===== config.mk =====
export PLATFORM = sky130hd
export DESIGN_NAME = cbu_unit
export DESIGN_NICKNAME = d
export VERILOG_FILES = /design/src/cbu_pkg.sv /design/src/cbu_cond.sv /design/src/cbu_unit.sv
export SDC_FILE = /design/constraint.sdc
export NUM_CORES = 1
export LEC_CHECK = 0
export BUFFER_PORTS_ARGS = -buffer_cell sky130_fd_sc_hd__buf_2
export CORE_MARGIN = 5
export CORE_UTILIZATION = 40
export DETAILED_ROUTE_END_ITERATION = 10
export PLACE_DENSITY = 0.61
export RECOVER_POWER = 25
export SETUP_SLACK_MARGIN = 0.4
export SYNTH_ARGS = -nofsm -noshare
export SYNTH_HDL_FRONTEND = slang
export SYNTH_SLANG_ARGS = --single-unit

===== constraint.sdc =====
create_clock -name mclk_i -period 1.72 [get_ports mclk_i]
set_input_delay 0.344 -clock mclk_i [delete_from_list [all_inputs] [get_ports mclk_i]]
set_output_delay 0.344 -clock mclk_i [all_outputs]
set_load 0.01 [all_outputs]

===== src/cbu_pkg.sv =====
/*
  Package for the conditional branch unit: branch kinds, flag positions,
  widths and cycle counts.
  Assumes an 8-bit status register and a word-addressed program counter.
*/
package cbu_pkg;

  // ==========================================================================
  // Widths and flag positions
  // ==========================================================================
  localparam int unsigned PC_W      = 13;
  localparam int unsigned DISP_W    = 7;
  localparam int unsigned STATUS_W  = 8;
  localparam int unsigned SEL_W     = 3;
  localparam logic [2:0]  FLAG_C    = 3'h0;
  localparam logic [2:0]  FLAG_Z    = 3'h1;
  localparam logic [12:0] PC_RESET  = 13'h0000;
  localparam logic [7:0]  STAT_RESET = 8'h00;

  // ==========================================================================
  // Cycle counts
  // ==========================================================================
  localparam int unsigned CYC_NOT_TAKEN = 1;
  localparam int unsigned CYC_TAKEN     = 2;

  // ==========================================================================
  // Branch kinds
  // ==========================================================================
  typedef enum logic [3:0] {
    CBU_NONE                  = 4'h0,
    CBU_BRANCH_ON_BIT_SET     = 4'h1,
    CBU_BRANCH_ON_BIT_CLEAR   = 4'h2,
    CBU_BRANCH_ON_EQUAL       = 4'h3,
    CBU_BRANCH_ON_NOT_EQUAL   = 4'h4,
    CBU_BRANCH_ON_CARRY_SET   = 4'h5,
    CBU_BRANCH_ON_CARRY_CLEAR = 4'h6,
    CBU_BRANCH_SAME_OR_HIGHER = 4'h7,
    CBU_BRANCH_LOWER          = 4'h8
  } cbu_kind_t;

  // Gray along idle -> redirect -> idle
  typedef enum logic [0:0] {
    CBU_IDLE     = 1'b0,
    CBU_REDIRECT = 1'b1
  } cbu_state_t;

endpackage


===== src/cbu_cond.sv =====
/*
  Condition evaluator: decides from the branch kind and the status
  register whether a conditional branch is taken. Purely combinational.
  Assumes flag positions from cbu_pkg.
*/
`timescale 1ns/1ps
module cbu_cond (
  input  wire cbu_pkg::cbu_kind_t          kind_i,     // Branch kind
  input  wire logic [2:0]                  sel_i,      // Flag select
  input  wire logic [cbu_pkg::STATUS_W-1:0] status_i,  // Status register
  output logic                             taken_o     // Condition holds
);
  logic sel_bit;
  logic zero_f;
  logic carry_f;

  always_comb begin
    sel_bit = status_i[sel_i];
    zero_f  = status_i[cbu_pkg::FLAG_Z];
    carry_f = status_i[cbu_pkg::FLAG_C];
    case (kind_i)
      cbu_pkg::CBU_BRANCH_ON_BIT_SET:     taken_o = sel_bit;
      cbu_pkg::CBU_BRANCH_ON_BIT_CLEAR:   taken_o = !sel_bit;
      cbu_pkg::CBU_BRANCH_ON_EQUAL:       taken_o = zero_f;
      cbu_pkg::CBU_BRANCH_ON_NOT_EQUAL:   taken_o = !zero_f;
      cbu_pkg::CBU_BRANCH_ON_CARRY_SET:   taken_o = carry_f;
      cbu_pkg::CBU_BRANCH_ON_CARRY_CLEAR: taken_o = !carry_f;
      cbu_pkg::CBU_BRANCH_SAME_OR_HIGHER: taken_o = !carry_f;
      cbu_pkg::CBU_BRANCH_LOWER:          taken_o = carry_f;
      default:                            taken_o = 1'b0;
    endcase
  end

endmodule


===== src/cbu_unit.sv =====
/*
  Conditional branch unit: takes a decoded branch with its displacement,
  evaluates the condition and produces the next program counter.
  Assumes the decode stage holds off while busy_o is high and the core
  loads pc_o when pc_load_o pulses. Status register only observed.
*/
`timescale 1ns/1ps
module cbu_unit #(
  parameter int unsigned PC_W   = cbu_pkg::PC_W,
  parameter int unsigned DISP_W = cbu_pkg::DISP_W
) (
  input  wire logic                          mclk_i,     // Core clock
  input  wire logic                          nrst_i,     // Async reset, low
  input  wire logic                          valid_i,    // Branch issued
  input  wire cbu_pkg::cbu_kind_t            kind_i,     // Branch kind
  input  wire logic [2:0]                    sel_i,      // Flag select
  input  wire logic [DISP_W-1:0]             disp_i,     // Signed word offset
  input  wire logic [PC_W-1:0]               pc_i,       // Current pc
  input  wire logic [cbu_pkg::STATUS_W-1:0]  status_i,   // Status register
  output logic                               pc_load_o,  // Load pc_o
  output logic [PC_W-1:0]                    pc_o,       // Next pc
  output logic                               taken_o,    // Branch taken
  output logic                               done_o,     // Branch complete
  output logic                               busy_o      // Second cycle
);

  // ==========================================================================
  // Condition
  // ==========================================================================
  logic cond;

  cbu_cond u_cond (
    .kind_i   (kind_i),
    .sel_i    (sel_i),
    .status_i (status_i),
    .taken_o  (cond)
  );

  function automatic logic [PC_W-1:0] target(input logic [PC_W-1:0] pc,
                                             input logic [DISP_W-1:0] k);
    logic [PC_W-1:0] k_ext;
    k_ext  = PC_W'($signed(k));
    target = PC_W'(pc + k_ext + PC_W'(1));
  endfunction

  // ==========================================================================
  // Sequencer
  // ==========================================================================
  cbu_pkg::cbu_state_t state_q, state_d;
  logic [PC_W-1:0]     pc_q, pc_d;
  logic                load_q, load_d;
  logic                taken_q, taken_d;
  logic                done_q, done_d;
  logic                busy_q, busy_d;
  logic                go;

  always_comb begin
    // Kinds past the last branch are ignored, like no branch at all
    go      = valid_i && (kind_i != cbu_pkg::CBU_NONE) &&
              (kind_i <= cbu_pkg::CBU_BRANCH_LOWER);
    state_d = state_q;
    pc_d    = pc_q;
    load_d  = 1'b0;
    taken_d = 1'b0;
    done_d  = 1'b0;
    busy_d  = 1'b0;
    case (state_q)
      cbu_pkg::CBU_IDLE: begin
        if (go && cond) begin
          // Taken: target held, busy next cycle, completes the cycle after
          state_d = cbu_pkg::CBU_REDIRECT;
          pc_d    = target(pc_i, disp_i);
          busy_d  = 1'b1;
        end else if (go) begin
          // Not taken: sequential pc, one cycle
          pc_d   = PC_W'(pc_i + PC_W'(1));
          load_d = 1'b1;
          done_d = 1'b1;
        end
      end
      cbu_pkg::CBU_REDIRECT: begin
        state_d = cbu_pkg::CBU_IDLE;
        load_d  = 1'b1;
        taken_d = 1'b1;
        done_d  = 1'b1;
      end
      default: state_d = cbu_pkg::CBU_IDLE;
    endcase
  end

  always_ff @(posedge mclk_i or negedge nrst_i) begin
    if (!nrst_i) begin
      state_q <= cbu_pkg::CBU_IDLE;
      pc_q    <= PC_W'(cbu_pkg::PC_RESET);
      load_q  <= 1'b0;
      taken_q <= 1'b0;
      done_q  <= 1'b0;
      busy_q  <= 1'b0;
    end else begin
      state_q <= state_d;
      pc_q    <= pc_d;
      load_q  <= load_d;
      taken_q <= taken_d;
      done_q  <= done_d;
      busy_q  <= busy_d;
    end
  end

  // Status register has no write path here
  assign pc_load_o = load_q;
  assign pc_o      = pc_q;
  assign taken_o   = taken_q;
  assign done_o    = done_q;
  assign busy_o    = busy_q;

endmodule


==> results of run 1 <==
kinds of logic after synthesis:
group           share of synthesized area [%]
fa+ha+maj                                9.89
xor+xnor                                 8.06
mux                                      6.16
compound gates                           24.7
flops                                    21.7
buf+inv                                  4.54
simple gates                             25.0
worst max-delay path, delay by kind of cell:
family | cells | cell delay (ns)
buf+inv | 1 | 0.10
simple gates | 1 | 0.41
fa+ha+maj | 1 | 0.31
compound gates | 5 | 1.10
cells in the final DEF, fill, tap and decap left out, drive strengths merged, types with 3 or more instances in the layout:
cell type / n
clkbuf: 5
mux2i: 5
xnor2: 7
ha: 13
nand4: 10
xor2: 10
a221o: 5
o211ai: 4
nand2: 18
nand2b: 6
inv: 5
buf: 122
dfrtp: 16
nor4: 6
and3: 3
a21o: 4
o21ai: 7
a21oi: 15
nand3: 6
and2: 3
nand3b: 3
nor2: 15
nor3: 9
power by group through the flow:
stage          Combinational, mW  Clock, mW  Sequential, mW
2_1_floorplan              0.422          0           0.531
3_3_place_gp               0.847          0           0.500
3_5_place_dp               0.855          0           0.500
4_1_cts                    0.895      0.346           0.496
5_1_grt                     1.04      0.360           0.508
6_report                   0.949      0.338           0.496
routing by layer:
layer	part of all wire, %	routed length (um)	vias to the layer above	track usage [%]
met1	45	2600	995	23.7
li1	-	-	1072	-
met5	0	0	-	0
met2	49	2860	45	32.9
met3	5.1	298	4	2.31
met4	0.83	48	0	4.39
state kept, by name, summed over array words and instances, names as in the netlist:
| register | count |
|---|---|
| busy_o | 1 |
| done_o | 1 |
| pc_o | 13 |
| taken_o | 1 |
through the flow:
step                      cells  TNS (ns)  setup slack [ns]  power (mW)
after floorplan             220     -2.34            -0.481       0.953
after global placement      379     -6.25            -0.628        1.35
after detailed placement    379     -6.34            -0.625        1.35
after CTS                   385     -2.17            -0.351        1.74
after global routing        387     -3.96            -0.422        1.90
final                       387     -3.04            -0.355        1.78
cell type report:
type / count / share of cell area [%]
inverter: 5 / 1.23
tap: 52 / 2.20
timing repair buffer: 123 / 28.7
clock buffer: 4 / 1.86
multi-input combinational: 187 / 52.5
sequential: 16 / 13.6
what timing repair did:
action | CTS | global route
pin swaps | 11 | 4
buffers inserted | 1 | 2
hold buffers | 0 | 0
resized for setup | 19 | 18
endpoints found under the setup margin | 15 | 16
cloned | 1 | 0
final timing paths:
path                            cells after the start       end
worst min-delay path                                1   pc_o[6]
worst max register to register                      4   pc_o[6]
worst max-delay path                                8   pc_o[9]
min in group mclk_i                                 4  pc_o[12]
max in group asynchronous                           1    busy_o
worst min register to register                      2   pc_o[1]
==> metrics.md, run 1 <==
| Metric | Value |
|---|---|
| # nets final | `388` |
| Post-DR wirelength/cell | `~15 um` |
| Crit path arrival time | `about 2.3 ns` |
| Netlist area before placement | `1850 um2` |
| Worst-path cell with the longest stage delay | `o41a_1` |
| Crit. End Element | `register` |
| Total wire length after detailed routing | `roughly 5800 um` |
| Endpoints failing setup | `15` |
| Post-synthesis cell type with the largest combined area | `dfrtp_1` |
| Clock latency at the later pin of the worst-skew pair | `0.25 ns` |
| Fill cells | `about 370` |
| Post-synth net total | `272` |
| Post-Syn Area per Cell | `8.40 um2` |
| CORE AREA | `around 4400 um2` |
| Worst setup slack for register-to-register paths | `approximately 0.26 ns` |
| I/O Pins | `55` |
| Most frequent cell after synthesis | `nand2_1` |
| Power density of the placed cells | `602 nW/um2` |
| Final Critical Period | `2.08 ns` |
| Run status | `finished, violations left` |
| Req. time, crit path | `1.92 ns` |
| Detail-routed via count per cell | `5.47` |
| Number of sinks on the clock net | `16` |
| Post-Layout Inst Area | `2960 um2` |
| Most area-consuming cells after synthesis | `dfrtp_1, ha_1, xor2_1, a21oi_1, nand2_1` |
| Pin count of the biggest net entering global routing | `17` |
| Area used by multi-input combinational logic | `1550 um2` |
| DRC violations left | `0` |
| Total of warnings raised by yosys | `0` |
| Cts bufs inserted | `3` |
| Relative max-transition margin | `between 40% and 50%` |
| Maximum vdd drop | `between 200 and 250 uV` |
| Residual antenna-violating net count after detailed routing | `0` |
| DR vias | `2,116` |
| Area growth, synth to finish | `60.3%` |
| Maximum clock rate | `482 MHz` |
| Post-route core utilization | `67.1%` |
| Number of failing hold endpoints at the final stage | `0` |
| TritonRoute pass-1 iters | `4` |
| Critical Path Fanout Max | `2` |
| Port-buffer cells | `54` |
| Fraction of layout cells with a size suffix above 1 | `49.9%` |
| Failing checks | `negative setup slack` |
| Violation count after the first detailed-routing iteration | `108` |
| #FFs+latches synth | `16` |
| Wire length of the first global-routing pass | `9440 um` |
| CTS tree | `built` |
| Last weighted congestion value of the routability-driven placer | `0.848` |
| Register area | `between 400 and 500 um2` |
| Total net switching power | `around 0.64 mW` |
| Critical setup path kind | `in2reg` |
| Number of antenna cells inserted | `0` |
| Leading register cell type out of synthesis | `dfrtp_1` |
| Cell chosen for the clock root | `clkbuf_8` |
| Crit. Startpoint | `disp_i[2]` |
| Sequential area share after synthesis | `roughly 22%` |
| Setup clock skew after layout | `0.00619 ns` |
| Worst hold-check path type | `in2async` |
| Total internal power | `1.14 mW` |
| Max-Cap Viols | `0` |
| Number of distinct standard cells referenced by the synthesized netlist | `57` |
| CP max stage delay | `0.43 ns` |
| Top cell type's share of synthesized area | `21.7%` |
| Worst setup slack after layout | `-0.355 ns` |
| Startpoint of the most critical register-to-register path | `busy_o` |
| Slew of the pin with the lowest slew margin | `a little under 0.9 ns` |
| Sequential share of power | `approximately 28%` |
| Setup repair after global routing missed its margin | `true` |
| Die area | `slightly above 6000 um2` |
| Number of flops mapped to enable cells by yosys | `0` |
| Final HPWL DP | `around 4600 um` |
| Cell Area, Placed | `2700 um2` |
| Horiz. Die Dim | `78.0 um` |
| Async SR Flop Fraction | `100%` |
| Final Cycle Share | `121%` |
| Vias in the first global route | `2,106` |
| Y dimension of the die | `around 78 um` |
| Starting density of the core | `41.9%` |
| Fraction of power spent switching nets | `35.8%` |
| Total count of max-transition violations in the final report | `0` |
| Clock transition time at the flip-flop clock pins of the worst setup and hold paths | `~0.070 ns` |
| FP Rows | `24` |
| GRT Residual Overflow | `0` |
| Count of mapped cells out of synthesis | `220` |
| Level count of the clock H-tree | `1` |
| Overall fraction of global-route tracks in use | `18.5%` |
| Leak | `1.34 nW` |
| Combinational power share | `between 50% and 60%` |
| Clk network pwr share | `19.0%` |
| Setup crit start kind | `input pin` |
| Ordered list of cells on the worst path | `buf_2 -> ha_1 -> o21ai_2 -> a2111oi_0 -> o41a_1 -> or3_4 -> a2111oi_4 -> a211o_1` |
| Number of antenna violations at the first check in global routing | `0` |
| Worst-case clock buffer depth | `2` |
| Final worst hold slack | `0.178 ns` |
| Commonest cells post-synth | `nand2_1, dfrtp_1, a21oi_1, nor2_1, ha_1` |
Power figures use the tool's default switching activity.
==> inputs of run 2 (changes only) <==
--- a/config.mk
+++ b/config.mk
@@ -11,7 +11,7 @@
 export DETAILED_ROUTE_END_ITERATION = 10
 export PLACE_DENSITY = 0.61
 export RECOVER_POWER = 25
-export SETUP_SLACK_MARGIN = 0.4
+export SETUP_SLACK_MARGIN = 0.1
 export SYNTH_ARGS = -nofsm -noshare
 export SYNTH_HDL_FRONTEND = slang
 export SYNTH_SLANG_ARGS = --single-unit
==> metrics.md, run 2 (same netlist as run 1, synthesis figures left out) <==
| Metric | Value |
|---|---|
| Wire length of the first global-routing pass | `9440 um (unchanged)` |
| Total count of max-transition violations in the final report | `0 (unchanged)` |
| Post-DR wirelength/cell | `15.0 um (about the same)` |
| Req. time, crit path | `1.92 ns (about the same)` |
| Setup crit start kind | `input pin (unchanged)` |
| Vias in the first global route | `2,106 (unchanged)` |
| Clock transition time at the flip-flop clock pins of the worst setup and hold paths | `0.07 ns (about the same)` |
| CTS tree | `built (unchanged)` |
| Level count of the clock H-tree | `1 (unchanged)` |
| Setup clock skew after layout | `0.00516 ns (was 0.00619 ns)` |
| Horiz. Die Dim | `78.0 um (unchanged)` |
| Sequential share of power | `28.0% (was 27.8%)` |
| Maximum vdd drop | `241 uV (was 243 uV)` |
| Largest register FFs | `13 (unchanged)` |
| Last weighted congestion value of the routability-driven placer | `0.848 (unchanged)` |
| DR WL met2 | `2840 um (was 2860 um)` |
| Worst setup slack after layout | `-0.356 ns (was -0.355 ns)` |
| CORE AREA | `4410 um2 (unchanged)` |
| Critical Path Fanout Max | `2 (unchanged)` |
| Routed metal-1 wirelength | `2610 um (was 2600 um)` |
| Area growth, synth to finish | `59.3% (was 60.3%)` |
| GRT Residual Overflow | `0 (unchanged)` |
| Critical setup path kind | `in2reg (unchanged)` |
| Clk network pwr share | `19.0% (about the same)` |
| Highest metal layer used by the detailed router | `met4 (unchanged)` |
| Fraction of power spent switching nets | `35.8% (about the same)` |
| Residual antenna-violating net count after detailed routing | `0 (unchanged)` |
| Final Cycle Share | `121% (about the same)` |
| Number of antenna violations at the first check in global routing | `0 (unchanged)` |
| DRC violations left | `0 (unchanged)` |
| Final HPWL DP | `4570 um (unchanged)` |
| Combinational power share | `53.0% (was 53.2%)` |
| Total internal power | `1.14 mW (about the same)` |
| Fraction of layout cells with a size suffix above 1 | `49.4% (was 49.9%)` |
| Cell chosen for the clock root | `clkbuf_8 (unchanged)` |
| TritonRoute pass-1 iters | `4 (unchanged)` |
| Endpoints failing setup | `14 (was 15)` |
| Worst-case clock buffer depth | `2 (unchanged)` |
| Run status | `finished, violations left (unchanged)` |
| Pin count of the biggest net entering global routing | `17 (unchanged)` |
| Post-route core utilization | `66.7% (was 67.1%)` |
| Failing checks | `negative setup slack (unchanged)` |
| Crit path arrival time | `2.27 ns (about the same)` |
| Post-layout power | `1.78 mW (about the same)` |
| Final Critical Period | `2.08 ns (about the same)` |
| Commonest cells after routing, fill and taps aside | `buf_4, buf_2, nand2_1, dfrtp_1, nor2_1 (unchanged)` |
| Leak | `1.34 nW (about the same)` |
| Port-buffer cells | `54 (unchanged)` |
| Cts bufs inserted | `3 (unchanged)` |
| Violation count after the first detailed-routing iteration | `111 (was 108)` |
| Die area | `6080 um2 (unchanged)` |
| Number of sinks on the clock net | `16 (unchanged)` |
| Total net switching power | `0.637 mW (was 0.639 mW)` |
| Overall fraction of global-route tracks in use | `18.5% (unchanged)` |
| DR vias | `2,116 (unchanged)` |
| Total wire length after detailed routing | `5800 um (was 5810 um)` |
| Slew of the pin with the lowest slew margin | `0.872 ns (about the same)` |
| Max-Cap Viols | `0 (unchanged)` |
| Starting density of the core | `41.9% (unchanged)` |
| Setup repair after global routing missed its margin | `true (unchanged)` |
| FP Rows | `24 (unchanged)` |
| Number of antenna cells inserted | `0 (unchanged)` |
| Y dimension of the die | `78.0 um (unchanged)` |
| Routed met3 length | `300 um (was 298 um)` |
| Power density of the placed cells | `603 nW/um2 (was 602 nW/um2)` |
| # nets final | `387 (was 388)` |
| Clock latency at the later pin of the worst-skew pair | `0.25 ns (about the same)` |
| I/O Pins | `55 (unchanged)` |
| Worst hold-check path type | `in2async (unchanged)` |
| Detail-routed via count per cell | `5.48 (was 5.47)` |
| Total of hold buffers inserted after clock tree synthesis | `0 (unchanged)` |
| Number of failing hold endpoints at the final stage | `0 (unchanged)` |
| Crit. End Element | `register (unchanged)` |
| Most frequent standard cell in the layout excluding fill and tap cells | `buf_4 (unchanged)` |
| Maximum clock rate | `482 MHz (about the same)` |
| Relative max-transition margin | `41.9% (was 41.8%)` |
run 2: changes by cell type in the layout (fill, tap and decap cells not counted):
cell,delta
buf_6,-1
dfrtp_1,+1
dfrtp_2,-1
nor2_2,+1
nor2_4,-1
run 2: final cells by class:
type	instances	area, um2
tap	52	65.1
multi-input combinational	187	1550
clock buffer	4	55.1
sequential	16	400
timing repair buffer	122	838
inverter	5	36.3
fill	375	1470
run 2: power by group through the flow:
| stage | clock network [mW] | registers [mW] | logic [mW] |
|---|---|---|---|
| floorplan | 0 | 0.531 | 0.422 |
| global placement | 0 | 0.500 | 0.847 |
| detailed placement | 0 | 0.500 | 0.855 |
| CTS | 0.346 | 0.496 | 0.895 |
| global route | 0.360 | 0.508 | 1.03 |
| finish | 0.337 | 0.496 | 0.942 |
run 2: final timing paths:
kind | from | endpoint | slack [ns] | cells after the start
max reg2reg | busy_o | pc_o[6] | 0.22 | 4
min in group mclk_i | pc_i[12] | pc_o[12] | 0.48 | 4
max in group asynchronous | nrst_i | pc_o[3] | 1.00 | 1
max | disp_i[2] | pc_o[9] | -0.36 | 8
min reg2reg | pc_o[1] | pc_o[1] | 0.49 | 2
min | nrst_i | pc_o[6] | 0.18 | 1
run 2: metal layers:
layer / vias up / track usage, %
met5: - / 0
met4: 0 / 4.39
met2: 47 / 32.9
met1: 995 / 23.7
li1: 1070 / -
met3: 4 / 2.31
run 2: per-stage QoR:
stage               cell area, um2  setup WS, ns  hold slack [ns]  TNS (ns)  cells
floorplan                     1930        -0.481           0.0484     -2.34    220
global placement              2700        -0.628            0.275     -6.25    379
detailed placement            2700        -0.625            0.276     -6.34    379
CTS                           2850        -0.351         0.000692     -2.17    385
global route                  2940        -0.422            0.250     -3.78    386
finish                        2940        -0.356            0.181     -2.85    386
run 2: worst max-delay path, stage by stage:
cell and delay (ns):
buf_2 0.10, ha_1 0.31, o21ai_2 0.15, a2111oi_0 0.08, o41a_1 0.43, or3_4 0.41
a2111oi_4 0.30, a211o_1 0.14
run 2: what timing repair did:
action	4_1_cts	5_1_grt
setup buffers	1	2
cloned	1	0
resized for setup	19	16
pin swaps	11	5
setup endpoints to repair	15	15
==> inputs of run 3 (changes only) <==
--- a/config.mk
+++ b/config.mk
@@ -12,6 +12,7 @@
 export PLACE_DENSITY = 0.61
 export RECOVER_POWER = 25
 export SETUP_SLACK_MARGIN = 0.1
+export SKIP_CTS_REPAIR_TIMING = 1
 export SYNTH_ARGS = -nofsm -noshare
 export SYNTH_HDL_FRONTEND = slang
 export SYNTH_SLANG_ARGS = --single-unit
==> metrics.md, run 3 (same netlist as run 1, synthesis figures left out) <==
| Metric | Value |
|---|---|
| Run status | `finished, violations left (unchanged)` |
| Failing checks | `negative setup slack (unchanged)` |
| Worst-case clock buffer depth | `2 (unchanged)` |
| Setup clock skew after layout | `0.00492 ns (was 0.00516 ns)` |
| Fill cells | `372 (was 375)` |
| Worst hold-check path type | `in2async (unchanged)` |
| Post-Layout Inst Area | `2950 um2 (was 2940 um2)` |
| CTS tree | `built (unchanged)` |
| Power density of the placed cells | `604 nW/um2 (was 603 nW/um2)` |
| Total wire length after detailed routing | `5720 um (was 5800 um)` |
| DR vias | `2,122 (was 2,116)` |
| Most frequent standard cell in the layout excluding fill and tap cells | `buf_4 (unchanged)` |
| Total net switching power | `0.636 mW (was 0.637 mW)` |
| Endpoints failing setup | `14 (unchanged)` |
| Commonest cells after routing, fill and taps aside | `buf_4, buf_2, nand2_1, dfrtp_1, a21oi_1 (was buf_4, buf_2, nand2_1, dfrtp_1, nor2_1)` |
| Port-buffer cells | `54 (unchanged)` |
| Total internal power | `1.15 mW (was 1.14 mW)` |
| Final HPWL DP | `4570 um (unchanged)` |
| Maximum clock rate | `483 MHz (was 482 MHz)` |
| Slew of the pin with the lowest slew margin | `0.870 ns (was 0.872 ns)` |
| Number of failing hold endpoints at the final stage | `0 (unchanged)` |
| Cts bufs inserted | `3 (unchanged)` |
| Maximum vdd drop | `242 uV (was 241 uV)` |
| Sequential share of power | `27.8% (was 28.0%)` |
| Wire length of the first global-routing pass | `8990 um (was 9440 um)` |
| GRT Residual Overflow | `0 (unchanged)` |
| Crit path arrival time | `2.27 ns (about the same)` |
| Number of sinks on the clock net | `16 (unchanged)` |
| Relative max-transition margin | `42.0% (was 41.9%)` |
| Total count of max-transition violations in the final report | `0 (unchanged)` |
| Starting density of the core | `41.9% (unchanged)` |
| Y dimension of the die | `78.0 um (unchanged)` |
| Critical Path Fanout Max | `2 (unchanged)` |
| Leak | `1.34 nW (about the same)` |
| Last weighted congestion value of the routability-driven placer | `0.848 (unchanged)` |
| Total negative setup slack | `-3.00 ns (was -2.85 ns)` |
| Number of antenna cells inserted | `0 (unchanged)` |
| Area growth, synth to finish | `59.5% (was 59.3%)` |
| Die area | `6080 um2 (unchanged)` |
| DRC violations left | `0 (unchanged)` |
| Final Cycle Share | `120% (was 121%)` |
| Detail-routed via count per cell | `5.47 (was 5.48)` |
| Place WS | `-0.625 ns (unchanged)` |
| Post-route core utilization | `66.8% (was 66.7%)` |
| Residual antenna-violating net count after detailed routing | `0 (unchanged)` |
| Pin count of the biggest net entering global routing | `17 (unchanged)` |
| Fraction of layout cells with a size suffix above 1 | `48.5% (was 49.4%)` |
| Clock transition time at the flip-flop clock pins of the worst setup and hold paths | `0.07 ns (about the same)` |
| Fraction of power spent switching nets | `35.7% (was 35.8%)` |
| Vias in the first global route | `2,047 (was 2,106)` |
| Worst-path cell with the longest stage delay | `o41a_1 (unchanged)` |
| Crit. End Element | `register (unchanged)` |
| # nets final | `389 (was 387)` |
| Cell chosen for the clock root | `clkbuf_8 (unchanged)` |
| Critical setup path kind | `in2reg (unchanged)` |
| Final Critical Period | `2.07 ns (was 2.08 ns)` |
| Clk network pwr share | `19.2% (was 19.0%)` |
| FP Rows | `24 (unchanged)` |
| Combinational power share | `53.1% (was 53.0%)` |
| Worst setup slack after layout | `-0.349 ns (was -0.356 ns)` |
| Cell Area, Placed | `2700 um2 (unchanged)` |
| Largest register FFs | `13 (unchanged)` |
| Post-DR wirelength/cell | `14.8 um (was 15.0 um)` |
| Clock latency at the later pin of the worst-skew pair | `0.25 ns (about the same)` |
| CORE AREA | `4410 um2 (unchanged)` |
| Violation count after the first detailed-routing iteration | `85 (was 111)` |
| Req. time, crit path | `1.92 ns (about the same)` |
| Setup repair after global routing missed its margin | `true (unchanged)` |
| Max-Cap Viols | `0 (unchanged)` |
| Horiz. Die Dim | `78.0 um (unchanged)` |
| Setup crit start kind | `input pin (unchanged)` |
| I/O Pins | `55 (unchanged)` |
| Overall fraction of global-route tracks in use | `17.5% (was 18.5%)` |
| Ordered list of cells on the worst path | `buf_2 -> ha_1 -> o21ai_2 -> a2111oi_0 -> o41a_1 -> or3_4 -> a2111oi_4 -> a211o_1 (unchanged)` |
| CP max stage delay | `0.43 ns (about the same)` |
| Level count of the clock H-tree | `1 (unchanged)` |
| Post-layout power | `1.78 mW (about the same)` |
| Number of antenna violations at the first check in global routing | `0 (unchanged)` |
| TritonRoute pass-1 iters | `4 (unchanged)` |
| Worst setup slack for register-to-register paths | `0.22 ns (about the same)` |
run 3: cell types whose count changed in the layout (fill, tap and decap cells not counted), sizes merged:
cell    before  now
buf        121  123
clkinv       0    1
inv          5    4
run 3: area by class of cell:
| class | instances | area, um2 | area share (%) |
|---|---|---|---|
| Clock buffer | 4 | 55.1 | 1.87 |
| Tap cell | 52 | 65.1 | 2.21 |
| Inverter | 5 | 36.3 | 1.23 |
| Sequential cell | 16 | 400 | 13.6 |
| Timing Repair Buffer | 124 | 857 | 29.1 |
| Multi-Input combinational cell | 187 | 1530 | 52.0 |
run 3: routing by layer:
layer  GRT usage (%)  vias up  wire length (um)
met2            30.1       54              2790
met5               0        -                 0
met3            2.31        6               304
li1                -     1077                 -
met4            4.39        0                67
met1            23.0      985              2560
run 3: path summary, 6_finish.rpt:
check,end,startpoint,cells past startpoint
max in group asynchronous,pc_o[3],nrst_i,1
min reg2reg,pc_o[1],pc_o[1],2
max reg2reg,pc_o[6],busy_o,4
min,pc_o[6],nrst_i,1
max,pc_o[9],disp_i[2],8
min in group mclk_i,pc_o[12],pc_i[12],4
run 3: metrics by stage:
step / hold slack [ns] / std cells
global route: 0.251 / 388
global placement: 0.275 / 379
detailed placement: 0.276 / 379
CTS: 0.000692 / 383
finish: 0.178 / 388
floorplan: 0.0484 / 220
run 3: worst max-delay path, delay by kind of cell:
kind / cells / cell delay [ns]
compound gates: 5 / 1.10
fa+ha+maj: 1 / 0.32
buf+inv: 1 / 0.10
simple gates: 1 / 0.41
run 3: power groups by stage:
| stage | clock, mW | combinational [mW] | sequential (mW) |
|---|---|---|---|
| floorplan | 0 | 0.422 | 0.531 |
| global placement | 0 | 0.847 | 0.500 |
| detailed placement | 0 | 0.855 | 0.500 |
| CTS | 0.346 | 0.858 | 0.496 |
| global route | 0.360 | 1.03 | 0.508 |
| finish | 0.341 | 0.945 | 0.495 |
